`config.mk`:
```
export PLATFORM = sky130hd
export DESIGN_NAME = tcrb_regbank
export DESIGN_NICKNAME = d
export VERILOG_FILES = /design/src/design/tcrb_pkg.sv /design/src/design/tcrb_event_bit.sv /design/src/design/tcrb_regbank.sv
export SDC_FILE = /design/constraint.sdc
export NUM_CORES = 1
export LEC_CHECK = 0
export BUFFER_PORTS_ARGS = -buffer_cell sky130_fd_sc_hd__buf_2
export CORE_MARGIN = 1
export CORE_UTILIZATION = 35
export CTS_CLUSTER_DIAMETER = 50
export DETAILED_ROUTE_END_ITERATION = 8
export PLACE_DENSITY_LB_ADDON = 0.08
export SLEW_MARGIN = 25
export SYNTH_ARGS = -nofsm -noshare
export SYNTH_HDL_FRONTEND = slang
export SYNTH_SLANG_ARGS = --single-unit
export TNS_END_PERCENT = 20
```
`constraint.sdc`:
```
create_clock -name clk_sys_i -period 1.3 [get_ports clk_sys_i]
set_input_delay 0.065 -clock clk_sys_i [delete_from_list [all_inputs] [get_ports clk_sys_i]]
set_output_delay 0.065 -clock clk_sys_i [all_outputs]
set_load 0.005 [all_outputs]
```
`src/design/tcrb_pkg.sv`:
```
// Package for the transceiver configuration register bank.
// Assumes a byte-wide register port driven by an SPI front end outside this block.
package tcrb_pkg;

  // ==========================================================================
  // Address map
  localparam logic [7:0] TCRB_ADDR_ANA_CFG_HI   = 8'h00;
  localparam logic [7:0] TCRB_ADDR_STATUS       = 8'hC0;
  localparam logic [7:0] TCRB_ADDR_EVENTS       = 8'hC1;

  // ==========================================================================
  // Field layout of analog_function_config_high
  localparam int         TCRB_XO_DRIVE_LSB      = 2;
  localparam int         TCRB_XO_DRIVE_MSB      = 4;
  localparam int         TCRB_BATT_SEL_LSB      = 0;
  localparam int         TCRB_BATT_SEL_MSB      = 1;
  localparam logic [2:0] TCRB_RSV_RESET         = 3'h0;
  localparam logic [2:0] TCRB_XO_DRIVE_RESET    = 3'h3;
  localparam logic [1:0] TCRB_BATT_SEL_RESET    = 2'h0;
  localparam logic [7:0] TCRB_ANA_CFG_HI_RESET  = {TCRB_RSV_RESET, TCRB_XO_DRIVE_RESET,
                                                   TCRB_BATT_SEL_RESET};

  // Battery-low threshold encodings: 2.7 V, 2.5 V, 2.3 V, 2.1 V
  typedef enum logic [1:0] {
    TCRB_BATT_2V7 = 2'h0,
    TCRB_BATT_2V5 = 2'h1,
    TCRB_BATT_2V3 = 2'h2,
    TCRB_BATT_2V1 = 2'h3
  } tcrb_batt_level_type;

  localparam logic [7:0] TCRB_EVENTS_RESET      = 8'h00;
  localparam logic [7:0] TCRB_UNMAPPED_DATA     = 8'h00;

endpackage

```
`src/design/tcrb_event_bit.sv`:
```
// One read-and-clear event flag.
// Assumes read strobe and event are synchronous to clk_sys_i.
`timescale 1ns/1ps
module tcrb_event_bit
  import tcrb_pkg::*;
(
  input  wire logic clk_sys_i,   // System clock
  input  wire logic reset_n_i,   // Async reset, active low
  input  wire logic set_i,       // Event pulse
  input  wire logic clear_i,     // Clear after read
  output logic      flag_o       // Sticky flag
);

  logic flag_d;

  // Set wins over a clear in the same cycle
  assign flag_d = set_i | (flag_o & ~clear_i);  // [RL3]

  always_ff @(posedge clk_sys_i or negedge reset_n_i) begin
    if (!reset_n_i) begin
      flag_o <= 1'b0;
    end else begin
      flag_o <= flag_d;
    end
  end

endmodule

```
`src/design/tcrb_regbank.sv`:
```
// Configuration register bank of a sub-GHz transceiver.
// Assumes an SPI slave front end presents one byte access per cycle strobe.
//
// Summary of operation
// RL1: Read-write registers return the last value written by the host.
// RL2: Read-only registers show internal state; host writes leave them unchanged.
// RL3: Read-and-clear registers return their value, then clear to zero after the read, except bits whose event arrives in the read cycle.
// RL4: Host keeps reserved fields at their reset values when writing.
// RL5: Address 0x00 bits 4:2 oscillator startup drive, reset 011; bits 7:5 reserved 000.
// RL6: Address 0x00 bits 1:0 battery-low threshold, reset 00, 2.7/2.5/2.3/2.1 V.
// RL7: Every field loads its reset value on device reset before any access.
`timescale 1ns/1ps
module tcrb_regbank
  import tcrb_pkg::*;
#(
  parameter int EVENT_W = 8                      // Number of read-and-clear event bits
)(
  input  wire logic               clk_sys_i,     // System clock, 40 MHz
  input  wire logic               reset_n_i,     // Async reset, active low
  input  wire logic [7:0]         addr_i,        // Register address
  input  wire logic               wr_en_i,       // Write strobe, one cycle
  input  wire logic [7:0]         wr_data_i,     // Write data
  input  wire logic               rd_en_i,       // Read strobe, one cycle
  input  wire logic [7:0]         status_i,      // Internal state for read-only register
  input  wire logic [EVENT_W-1:0] event_i,       // Event pulses for read-and-clear register
  output logic [7:0]              rd_data_o,     // Read data, valid cycle after rd_en_i
  output logic                    rd_valid_o,    // Read data valid pulse
  output logic [2:0]              xo_startup_drive_strength_o,  // Oscillator startup drive
  output logic [1:0]              battery_low_threshold_select_o // Detector threshold
);

  // ==========================================================================
  // Decode
  logic              hit_cfg;
  logic              hit_status;
  logic              hit_events;
  logic              wr_cfg;
  logic              clr_events;
  logic [7:0]        cfg_q;
  logic [7:0]        cfg_d;
  logic [EVENT_W-1:0] events_q;
  logic [7:0]        events_byte;
  logic [7:0]        rd_mux;

  assign hit_cfg    = (addr_i == TCRB_ADDR_ANA_CFG_HI);
  assign hit_status = (addr_i == TCRB_ADDR_STATUS);
  assign hit_events = (addr_i == TCRB_ADDR_EVENTS);
  assign wr_cfg     = wr_en_i & hit_cfg;                 // [RL1]
  assign clr_events = rd_en_i & hit_events;              // [RL3]
  // Reserved bits are held at reset value even if the host writes them
  assign cfg_d      = wr_cfg ? {TCRB_RSV_RESET, wr_data_i[4:0]} : cfg_q;  // [RL5]

  // ==========================================================================
  // Configuration register
  always_ff @(posedge clk_sys_i or negedge reset_n_i) begin
    if (!reset_n_i) begin
      cfg_q <= TCRB_ANA_CFG_HI_RESET;                    // [RL7]
    end else begin
      cfg_q <= cfg_d;
    end
  end

  always_ff @(posedge clk_sys_i or negedge reset_n_i) begin
    if (!reset_n_i) begin
      xo_startup_drive_strength_o    <= TCRB_XO_DRIVE_RESET;   // [RL5]
      battery_low_threshold_select_o <= TCRB_BATT_SEL_RESET;   // [RL6]
    end else begin
      xo_startup_drive_strength_o    <= cfg_d[TCRB_XO_DRIVE_MSB:TCRB_XO_DRIVE_LSB]; // [RL5]
      battery_low_threshold_select_o <= cfg_d[TCRB_BATT_SEL_MSB:TCRB_BATT_SEL_LSB]; // [RL6]
    end
  end

  // ==========================================================================
  // Read-and-clear event bits
  for (genvar i = 0; i < EVENT_W; i++) begin : g_evt
    tcrb_event_bit u_bit (
      .clk_sys_i (clk_sys_i),
      .reset_n_i (reset_n_i),
      .set_i     (event_i[i]),
      .clear_i   (clr_events),
      .flag_o    (events_q[i])
    );
  end

  assign events_byte = 8'(events_q);

  // ==========================================================================
  // Read path; status register has no write path
  assign rd_mux = hit_cfg    ? cfg_q :                   // [RL1]
                  hit_status ? status_i :                // [RL2]
                  hit_events ? events_byte :             // [RL3]
                  TCRB_UNMAPPED_DATA;

  always_ff @(posedge clk_sys_i or negedge reset_n_i) begin
    if (!reset_n_i) begin
      rd_data_o  <= 8'h00;
      rd_valid_o <= 1'b0;
    end else begin
      rd_data_o  <= rd_en_i ? rd_mux : rd_data_o;
      rd_valid_o <= rd_en_i;
    end
  end
endmodule

```
==> results of run 1 <==
[logic make-up after synthesis]
family / Yosys count
flip-flops: 22
AO/OA/AOI/OAI: 21
multiplexers: 13
buffers and inverters: 13
AND/OR/NAND/NOR: 11
[path summary, 6_finish.rpt]
check | to | slack, ns
worst max-delay path | g_evt[0].u_bit.flag_o$_DFF_PN0_ | 0.09
worst min-delay path | rd_data_o[7]$_DFFE_PN0P_ | 0.14
worst max register to register | rd_data_o[0]$_DFFE_PN0P_ | 0.23
worst min register to register | g_evt[7].u_bit.flag_o$_DFF_PN0_ | 0.48
max in group asynchronous | xo_startup_drive_strength_o[0]$_DFFE_PN1N_ | 0.71
min in group asynchronous | rd_data_o[7]$_DFFE_PN0P_ | 0.23
[layout by cell type, fill, tap and decap left out, drive strengths merged]
cell type    count
dfrtp           20
nand3            2
a21o             8
a22oi            5
bufinv           1
dlygate4sd3     15
and4             1
o22ai            8
inv              9
clkbuf           4
nor4             1
nand4            1
buf             49
dfstp            2
nand2            3
mux2            13
nor3             1
and2             2
[power breakdown]
part / total, mW / switching, mW / internal [mW]
sequential: 0.704 / 0.00632 / 0.697
clock: 0.519 / 0.208 / 0.312
combinational: 0.175 / 0.0718 / 0.103
[per-layer routing]
metal	part of all wire, %	track usage [%]	vias up
met5	0	0	-
met4	0.68	8.12	0
met3	5.0	3.06	2
met2	47	28.3	29
met1	47	21.5	390
li1	-	-	414
[critical path, stage by stage]
cell	delay (ns)
dlygate4sd3_1	0.53
clkbuf_4	0.21
and2_1	0.15
nand4_1	0.10
buf_4	0.18
a21o_1	0.17
[metrics by stage]
| stage | area, sq um | util [%] | setup TNS (ns) | hold slack, ns | setup slack, ns |
|---|---|---|---|---|---|
| 5_1_grt | 1460 | 56.7 | 0 | 0.160 | 0.0201 |
| 4_1_cts | 1450 | 56.6 | 0 | 0.132 | 0.0492 |
| 6_report | 1460 | 56.7 | 0 | 0.137 | 0.0894 |
| 3_5_place_dp | 1250 | 48.7 | -0.169 | 0.0589 | -0.0522 |
| 3_3_place_gp | 1250 | 48.7 | -0.106 | 0.0528 | -0.0363 |
| 2_1_floorplan | 978 | - | 0 | -0.231 | 0.109 |
[synthesized netlist by cell type (2+ instances only)]
cell type  number
a21o_1          8
a22oi_1         5
and2_1          2
clkbuf_1        2
dfrtp_1        20
dfstp_2         2
inv_1           9
mux2_1          5
mux2_2          8
nand2_1         3
nand3_1         2
o22ai_1         8
[cell type report]
type / count / area share (%)
clock inverter: 1 / 2.06
multi-input combinational: 45 / 25.1
tap: 30 / 2.58
inverter: 9 / 2.32
clock buffer: 3 / 1.55
sequential: 22 / 38.0
timing repair buffer: 65 / 28.4
[state kept, by name, indices dropped and copies added (netlist names)]
signal / flops
cfg_q: 2
xo_startup_drive_strength_o: 2
rd_data_o: 8
rd_valid_o: 1
battery_low_threshold_select_o: 1
g_evt.u_bit.flag_o: 8
[repair_timing]
action,in CTS,in global routing
endpoints found under the hold margin,34,0
endpoints found under the setup margin,0,8
resized for setup,0,1
hold buffers,15,0
==> flow_summary.ini, run 1 <==
[outcome]
status = completed

[die]
rows = 18
coreArea_sq_um = 2570
initial_utilization_pct = 38.1
die_w_um = 54.9
ios = 50
die_h_um = 54.9
die_area_sq_um = 3010

[timing]
finalSetupViolCount = 0
maxSlewHeadroom_pct = 66.8
tightest_slew_ns = 0.498
hold_violations = 0
period_needed_ns = 1.21
maxSlewViolCount = 0
fmax_mhz = 826
finClkSkew_ns = 0.0135
finalCritPeriodShare_pct = 93.1
rsz0062_at_grt = false

[synth]
synth_top_area_share_pct = 51.2
synth.largest_area_cell = dfrtp_1
synth_xor_xnor_area_share_pct = 0
synthArstFlopShare_pct = 100
synth_area_sq_um = 978
yosysSeqAreaShare_pct = 56.5
synth_cells = 80
synthAdderAreaFrac_pct = 0
syn_nets = 116
synthSimpleGateAreaFrac_pct = 7.29
synth_ff_type = dfrtp_1
ys_warn_count = 0
ys_ff_latch = 22
ys_types = 18
syn_area_per_cell_sq_um = 12.2
synth_top_family_by_area = compound AO/OA/AOI/OAI gates
synth.area.top_cells = dfrtp_1 (51%), mux2_2 (9.2%), a21o_1 (6.1%)
synthMuxAreaShare_pct = 15.0
synth_edf_count = 0
synth-compound-area-share_pct = 15.1

[route]
drc = 0
drt-initial-drc-count = 3
vias = 835
wl_per_cell_um = 12.7
drt_pass1_iterations = 4
wl_um = 2220
vias_per_cell = 4.77
antenna_left = 0

[clocking]
clk_latency_ns = 0.31
clkTransAtPathRegs_ns = 0.13
cts_tree = done
root_buffer = clkbuf_4
cts_setup_buffers = 0
cts.path.max_buffers = 2
htreeDepth = 1
cts.sinks = 22
cts_buffers = 3

[setup_path]
critPathLaunch = rd_en_i
r2r-start = g_evt[0].u_bit.flag_o$_DFF_PN0_
arrival_ns = 1.41
cp-start-kind = input port
worstSetupPathType = in -> reg
end_kind = flip-flop
worstPathRequired_ns = 1.50
rr_worst_depth = 3
critical_path.max_fanout = 14

[final_layout]
antenna_cells = 0
stdcell_count = 175
ff_latch_area_sq_um = 553
fillCellCount = 267
finalNetCount = 182
multiInputGateArea_sq_um = 365
syn2layout_area_growth_pct = 48.7
drive_gt1_share_pct = 45.5

[placement]
gp_congestion = 0.718
placedCellCount = 156
dp_hpwl_um = 1670
io_buffer_count = 46

[global_routing]
grt_pass1_wl_um = 3500
grt_remaining_overflow = 0
antenna_found_initial = 0
grt_pass1_vias = 821
grt_max_degree = 23
grt_usage_pct = 17.2

[power_and_ir_drop]
vdd_drop_max_mv = 0.889
leakage_nw = 0.686
p_per_area_nw_per_um2 = 960
p_total_mw = 1.40

[min_path]
hold_path_depth = 4
min_from = addr_i[1]
worstHoldPathType = in -> reg

[run]
max_cap_violations = 0
(Power assumes the default switching activity.)
==> run 2: changes to the inputs <==
--- a/config.mk
+++ b/config.mk
@@ -7,10 +7,11 @@
 export LEC_CHECK = 0
 export BUFFER_PORTS_ARGS = -buffer_cell sky130_fd_sc_hd__buf_2
 export CORE_MARGIN = 1
-export CORE_UTILIZATION = 35
+export CORE_UTILIZATION = 44
 export CTS_CLUSTER_DIAMETER = 50
 export DETAILED_ROUTE_END_ITERATION = 8
 export PLACE_DENSITY_LB_ADDON = 0.08
+export RECOVER_POWER = 100
 export SLEW_MARGIN = 25
 export SYNTH_ARGS = -nofsm -noshare
 export SYNTH_HDL_FRONTEND = slang
==> run 2 against run 1 <==
Compared with the run above: hold slack better by 0.010 ns; maximum frequency up 7.9%; sequential power about the same; non-clock buffer count unchanged; register-to-register slack worse by 0.05 ns; first-iteration DRC count rose to 4.3 times the previous value; global-route usage up 2.6 points; total power down 11%; sequential share of layout area up 1.2 points; sequential cell count unchanged; cell count down 1.7%.
==> flow_summary.ini, run 2 (same netlist as run 1, synthesis figures left out) <==
[outcome]
status = completed

[clocking]
htreeDepth = 1
cts_resized = 0
cts.sinks = 22
root_buffer = clkbuf_4
cts_tree = done
cts_buffers = 3
clkTransAtPathRegs_ns = 0.12
clk_latency_ns = 0.30
cts.path.max_buffers = 2

[timing]
rsz0062_at_grt = false
maxSlewViolCount = 0
finalSetupViolCount = 0
maxSlewHeadroom_pct = 64.3
fin_tns_setup_ns = 0
fmax_mhz = 891
hold_violations = 0
finClkSkew_ns = 0.00245
tightest_slew_ns = 0.535
period_needed_ns = 1.12
finalCritPeriodShare_pct = 86.3

[power_and_ir_drop]
share_seq_of_total_power_pct = 56.6
p_int_mw = 0.966
switching_share_pct = 22.2
vdd_drop_max_mv = 0.556
leakage_nw = 0.659
p_per_area_nw_per_um2 = 881
comb_power_share_pct = 13.7
p_clk_share_pct = 29.7
netSwitchingPower_mw = 0.276

[die]
rows = 16
ios = 50
initial_utilization_pct = 48.4
coreArea_sq_um = 2020
die_w_um = 49.2
die_area_sq_um = 2420
die_h_um = 49.2

[final_layout]
syn2layout_area_growth_pct = 44.1
antenna_cells = 0
drive_gt1_share_pct = 40.0
fin_area_sq_um = 1410
layout_common_cells = buf_2 (43), dfrtp_1 (20), dlygate4sd3_1 (14), inv_1 (9)
top_regs = g_evt.u_bit.flag_o (8), rd_data_o (8)
layout_commonest_cell = buf_2
finalNetCount = 182

[setup_path]
worstSetupPathType = reg -> reg
arrival_ns = 1.30
critical_path.max_fanout = 2
cp-start-kind = flip-flop
worstPathRequired_ns = 1.48
end_kind = flip-flop

[route]
vias_per_cell = 4.80
drc = 0
vias = 825
antenna_left = 0
drt-initial-drc-count = 13
wl_per_cell_um = 12.6
drt_pass1_iterations = 4
wl_um = 2170

[placement]
io_buffer_count = 46
dp_hpwl_um = 1570
postPlaceCellArea_sq_um = 1250
gp_congestion = 0.770

[global_routing]
grt_pass1_vias = 837
grt_remaining_overflow = 0
antenna_found_initial = 0
grt_pass1_wl_um = 3580
grt_max_degree = 23
grt_usage_pct = 19.8

[min_path]
worstHoldPathType = in -> reg

[run]
max_cap_violations = 0
==> run 2: cell count changes in the layout (fill, tap and decap cells not counted), sizes merged <==
| cell | change |
|---|---|
| dlygate4sd3 | -1 |
| buf | -4 |
| bufinv | -1 |
| clkbuf | +6 |
==> run 2: power by group through the flow <==
stage | Combinational [mW] | Sequential (mW) | Clock (mW)
finish | 0.170 | 0.703 | 0.369
global placement | 0.139 | 0.717 | 0
detailed placement | 0.141 | 0.717 | 0
global route | 0.187 | 0.705 | 0.413
floorplan | 0.0535 | 0.718 | 0
CTS | 0.174 | 0.704 | 0.390
==> run 2: stage by stage <==
step	instances	power (mW)	hold WS (ns)	worst slack, ns	utilization (%)
final	172	1.24	0.147	0.178	69.7
after global routing	172	1.30	0.158	0.0850	69.7
after CTS	172	1.27	0.0589	0.233	70.7
after detailed placement	154	0.858	0.0524	0.00408	62.0
after global placement	154	0.856	0.0479	0.0252	62.0
after floorplan	80	0.771	-0.231	0.109	-
==> run 2: final timing paths <==
path / endpoint / slack [ns] / start / cells after the start
setup / recovery: rd_data_o[4]$_DFFE_PN0P_ / 0.18 / g_evt[4].u_bit.flag_o$_DFF_PN0_ / 3
setup reg to reg: rd_data_o[4]$_DFFE_PN0P_ / 0.18 / g_evt[4].u_bit.flag_o$_DFF_PN0_ / 3
min in group asynchronous: rd_data_o[1]$_DFFE_PN0P_ / 0.26 / reset_n_i / 2
hold reg to reg: g_evt[1].u_bit.flag_o$_DFF_PN0_ / 0.48 / g_evt[1].u_bit.flag_o$_DFF_PN0_ / 1
max in group asynchronous: xo_startup_drive_strength_o[0]$_DFFE_PN1N_ / 0.68 / reset_n_i / 2
hold / removal: rd_data_o[6]$_DFFE_PN0P_ / 0.15 / addr_i[1] / 4
==> run 2: layer usage <==
layer / vias to the layer above / share of wire [%] / GRT usage [%]
met2: 24 / 51 / 35.2
met4: 0 / 0.60 / 5.88
met1: 382 / 45 / 24.6
li1: 417 / - / -
met5: - / 0 / 0
met3: 2 / 4.2 / 3.12
==> run 2: critical path, stage by stage (launching register included) <==
cell and delay, ns:
dfrtp_1 0.40, mux2_1 0.33, a22oi_1 0.17, o22ai_1 0.11
==> run 2: what timing repair did <==
action	CTS	global route
setup endpoints to repair	0	0
endpoints found under the hold margin	33	0
hold buffers	14	0
buffers inserted	0	0
==> run 2: cell type report <==
| class | instances | area [sq um] |
|---|---|---|
| Sequential cell | 22 | 553 |
| Clock buffer | 4 | 36.3 |
| Timing Repair Buffer | 65 | 394 |
| Fill cell | 169 | 612 |
| Inverter | 9 | 33.8 |
| Multi-Input combinational cell | 45 | 359 |
| Tap cell | 27 | 33.8 |
==> run 3: changes to the inputs <==
--- a/config.mk
+++ b/config.mk
@@ -7,7 +7,7 @@
 export LEC_CHECK = 0
 export BUFFER_PORTS_ARGS = -buffer_cell sky130_fd_sc_hd__buf_2
 export CORE_MARGIN = 1
-export CORE_UTILIZATION = 44
+export CORE_UTILIZATION = 45
 export CTS_CLUSTER_DIAMETER = 50
 export DETAILED_ROUTE_END_ITERATION = 8
 export PLACE_DENSITY_LB_ADDON = 0.08
@@ -15,5 +15,6 @@
 export SLEW_MARGIN = 25
 export SYNTH_ARGS = -nofsm -noshare
 export SYNTH_HDL_FRONTEND = slang
+export SYNTH_HIERARCHICAL = 1
 export SYNTH_SLANG_ARGS = --single-unit
 export TNS_END_PERCENT = 20
==> run 3 against run 2 <==
Compared with the run above: worst setup slack better by 0.059 ns; final area is 6.2% higher; largest cell class unchanged; die area is 9.4% higher; sequential share of layout area is 2.3 points lower; cell count is 7.6% higher; register-to-register slack better by 0.06 ns; clock-buffer cell count stayed put.
==> flow_summary.ini, run 3 <==
[power_and_ir_drop]
leakage_nw = 0.689
switching_share_pct = 24.3
share_seq_of_total_power_pct = 58.0
p_total_mw = 1.21
comb_power_share_pct = 14.9
p_int_mw = 0.917
vdd_drop_max_mv = 0.633
netSwitchingPower_mw = 0.295
p_clk_share_pct = 27.1
p_per_area_nw_per_um2 = 809

[die]
ios = 50
coreArea_sq_um = 2250
rows = 17
initial_utilization_pct = 48.7
die_w_um = 51.4
die_h_um = 51.4
die_area_sq_um = 2640

[timing]
hold_violations = 0
finalCritPeriodShare_pct = 81.8
finalSetupViolCount = 0
fin_tns_setup_ns = 0
period_needed_ns = 1.06
finClkSkew_ns = 0.000920
finalWorstSetupSlack_ns = 0.237
maxSlewHeadroom_pct = 62.7
fmax_mhz = 940
maxSlewViolCount = 0
whs_ns = 0.0367
rsz0062_at_grt = false
tightest_slew_ns = 0.559

[global_routing]
grt_max_degree = 23
antenna_found_initial = 0
grt_usage_pct = 20.6
grt_pass1_wl_um = 3880
grt_pass1_vias = 853
grt_remaining_overflow = 0

[clocking]
cts.sinks = 22
root_buffer = clkbuf_4
cts_tree = done
cts_setup_buffers = 0
clk_latency_ns = 0.30
clkTransAtPathRegs_ns = 0.12
cts.path.max_buffers = 2
htreeDepth = 1
cts_buffers = 3

[route]
vias = 910
wl_um = 2460
drc = 0
drt-initial-drc-count = 16
vias_per_cell = 4.92
drt_pass1_iterations = 4
wl_per_cell_um = 13.3
antenna_left = 0

[min_path]
worstHoldPathType = in -> reg

[final_layout]
top_regs = g_evt.u_bit/flag_o (8), rd_data_o (8)
drive_gt1_share_pct = 39.5
finalNetCount = 194
antenna_cells = 0
post-route-util_pct = 66.4
layout_commonest_cell = buf_2
syn2layout_area_growth_pct = 36.3
layout_common_cells = buf_2 (40), dfrtp_1 (20), inv_1 (17), dlygate4sd3_1 (14), clkbuf_1 (9)

[synth]
ys_ff_latch = 22
synthArstFlopShare_pct = 100
ys_warn_count = 6
synth_most_common_cell = dfrtp_1
ys_types = 20
synth_edf_count = 0
synth.area.top_cells = dfrtp_1 (46%), mux2_4 (8.2%), inv_1 (5.8%)
synth_common_cells = dfrtp_1 (20), inv_1 (17), a21o_1 (8), o22ai_1 (8), mux2_4 (6)
synth.largest_area_cell = dfrtp_1
syn_nets = 126
synth_ff_type = dfrtp_1
synth_area_sq_um = 1100
synth_top_area_share_pct = 45.6
syn_area_per_cell_sq_um = 12.2
yosysSeqAreaShare_pct = 50.3
synth_cells = 90

[placement]
dp_hpwl_um = 1730
gp_congestion = 0.841
io_buffer_count = 46
dp_slack_ns = 0.108

[setup_path]
crit_path_cell_trace = mux2_1, a32oi_1, o22ai_1
arrival_ns = 1.24
cp-start-kind = flip-flop
slowest_delay_ns = 0.40
crit_buf_inv = 0
end_kind = flip-flop
crit_family = flip-flops
cp_slowest_cell = dfrtp_1
worstPathRequired_ns = 1.48
worstSetupPathType = reg -> reg
critical_path.max_fanout = 2

[run]
max_cap_violations = 0

[outcome]
status = completed
[run 3: changes by cell type after synthesis, moves of 3 or more]
cell     change
a22oi_1      -5
a32oi_1      +5
and2b_2      +5
inv_1        +8
mux2_1       -5
mux2_2       -4
mux2_4       +6
mux2i_1      +3
[run 3: repair_timing]
| action | 4_1_cts | 5_1_grt |
|---|---|---|
| gates resized for setup | 0 | 0 |
| endpoints found under the setup margin | 0 | 0 |
| endpoints found under the hold margin | 32 | 1 |
| hold buffers | 13 | 1 |
[run 3: routing by layer]
metal / share of wire, % / up-vias / track usage [%]
met2: 46 / 33 / 31.6
met3: 4.8 / 2 / 3.57
met1: 48 / 425 / 28.7
met5: 0 / - / 0
li1: - / 450 / -
met4: 0.65 / 0 / 8.11
[run 3: path summary, 6_finish.rpt]
check	startpoint	end	slack (ns)	cells after the start
worst max-delay path	g_evt[4].u_bit/flag_o$_DFF_PN0_	rd_data_o[4]$_DFFE_PN0P_	0.24	3
worst min-delay path	status_i[5]	rd_data_o[5]$_DFFE_PN0P_	0.04	3
worst max register to register	g_evt[4].u_bit/flag_o$_DFF_PN0_	rd_data_o[4]$_DFFE_PN0P_	0.24	3
worst min register to register	g_evt[0].u_bit/flag_o$_DFF_PN0_	g_evt[0].u_bit/flag_o$_DFF_PN0_	0.49	1
max in group asynchronous	reset_n_i	xo_startup_drive_strength_o[1]$_DFFE_PN1N_	0.67	2
min in group asynchronous	reset_n_i	rd_valid_o$_DFF_PN0_	0.26	2
[run 3: cell families after synthesis]
logic type / Yosys count / share of synthesized area, %
flip-flops: 22 / 50.3
multiplexers: 13 / 15.0
AO/OA/AOI/OAI: 21 / 14.0
buffers and inverters: 20 / 8.54
AND/OR/NAND/NOR: 14 / 12.1
[run 3: cell type report]
cell class / count / area, sq um
Clock buffer: 4 / 26.3
Fill cell: 222 / 757
Tap cell: 28 / 35.0
Timing Repair Buffer: 66 / 398
Sequential cell: 22 / 553
Inverter: 17 / 63.8
Multi-Input combinational cell: 48 / 422
[run 3: per-stage QoR]
stage,instance area [sq um],cells
after floorplan,1100,90
after global placement,1380,167
after global routing,1500,185
final,1500,185
after detailed placement,1380,167
after CTS,1540,184
[run 3: tightest hold or removal path, cell delays in order]
cell,delay (ns)
buf_2,0.08
mux2i_1,0.05
o22ai_1,0.10
[run 3: power groups by stage]
stage	combinational (mW)	clock (mW)	sequential, mW
finish	0.181	0.329	0.703
CTS	0.191	0.336	0.704
detailed placement	0.161	0	0.717
floorplan	0.0703	0	0.718
global route	0.198	0.364	0.705
global placement	0.157	0	0.716
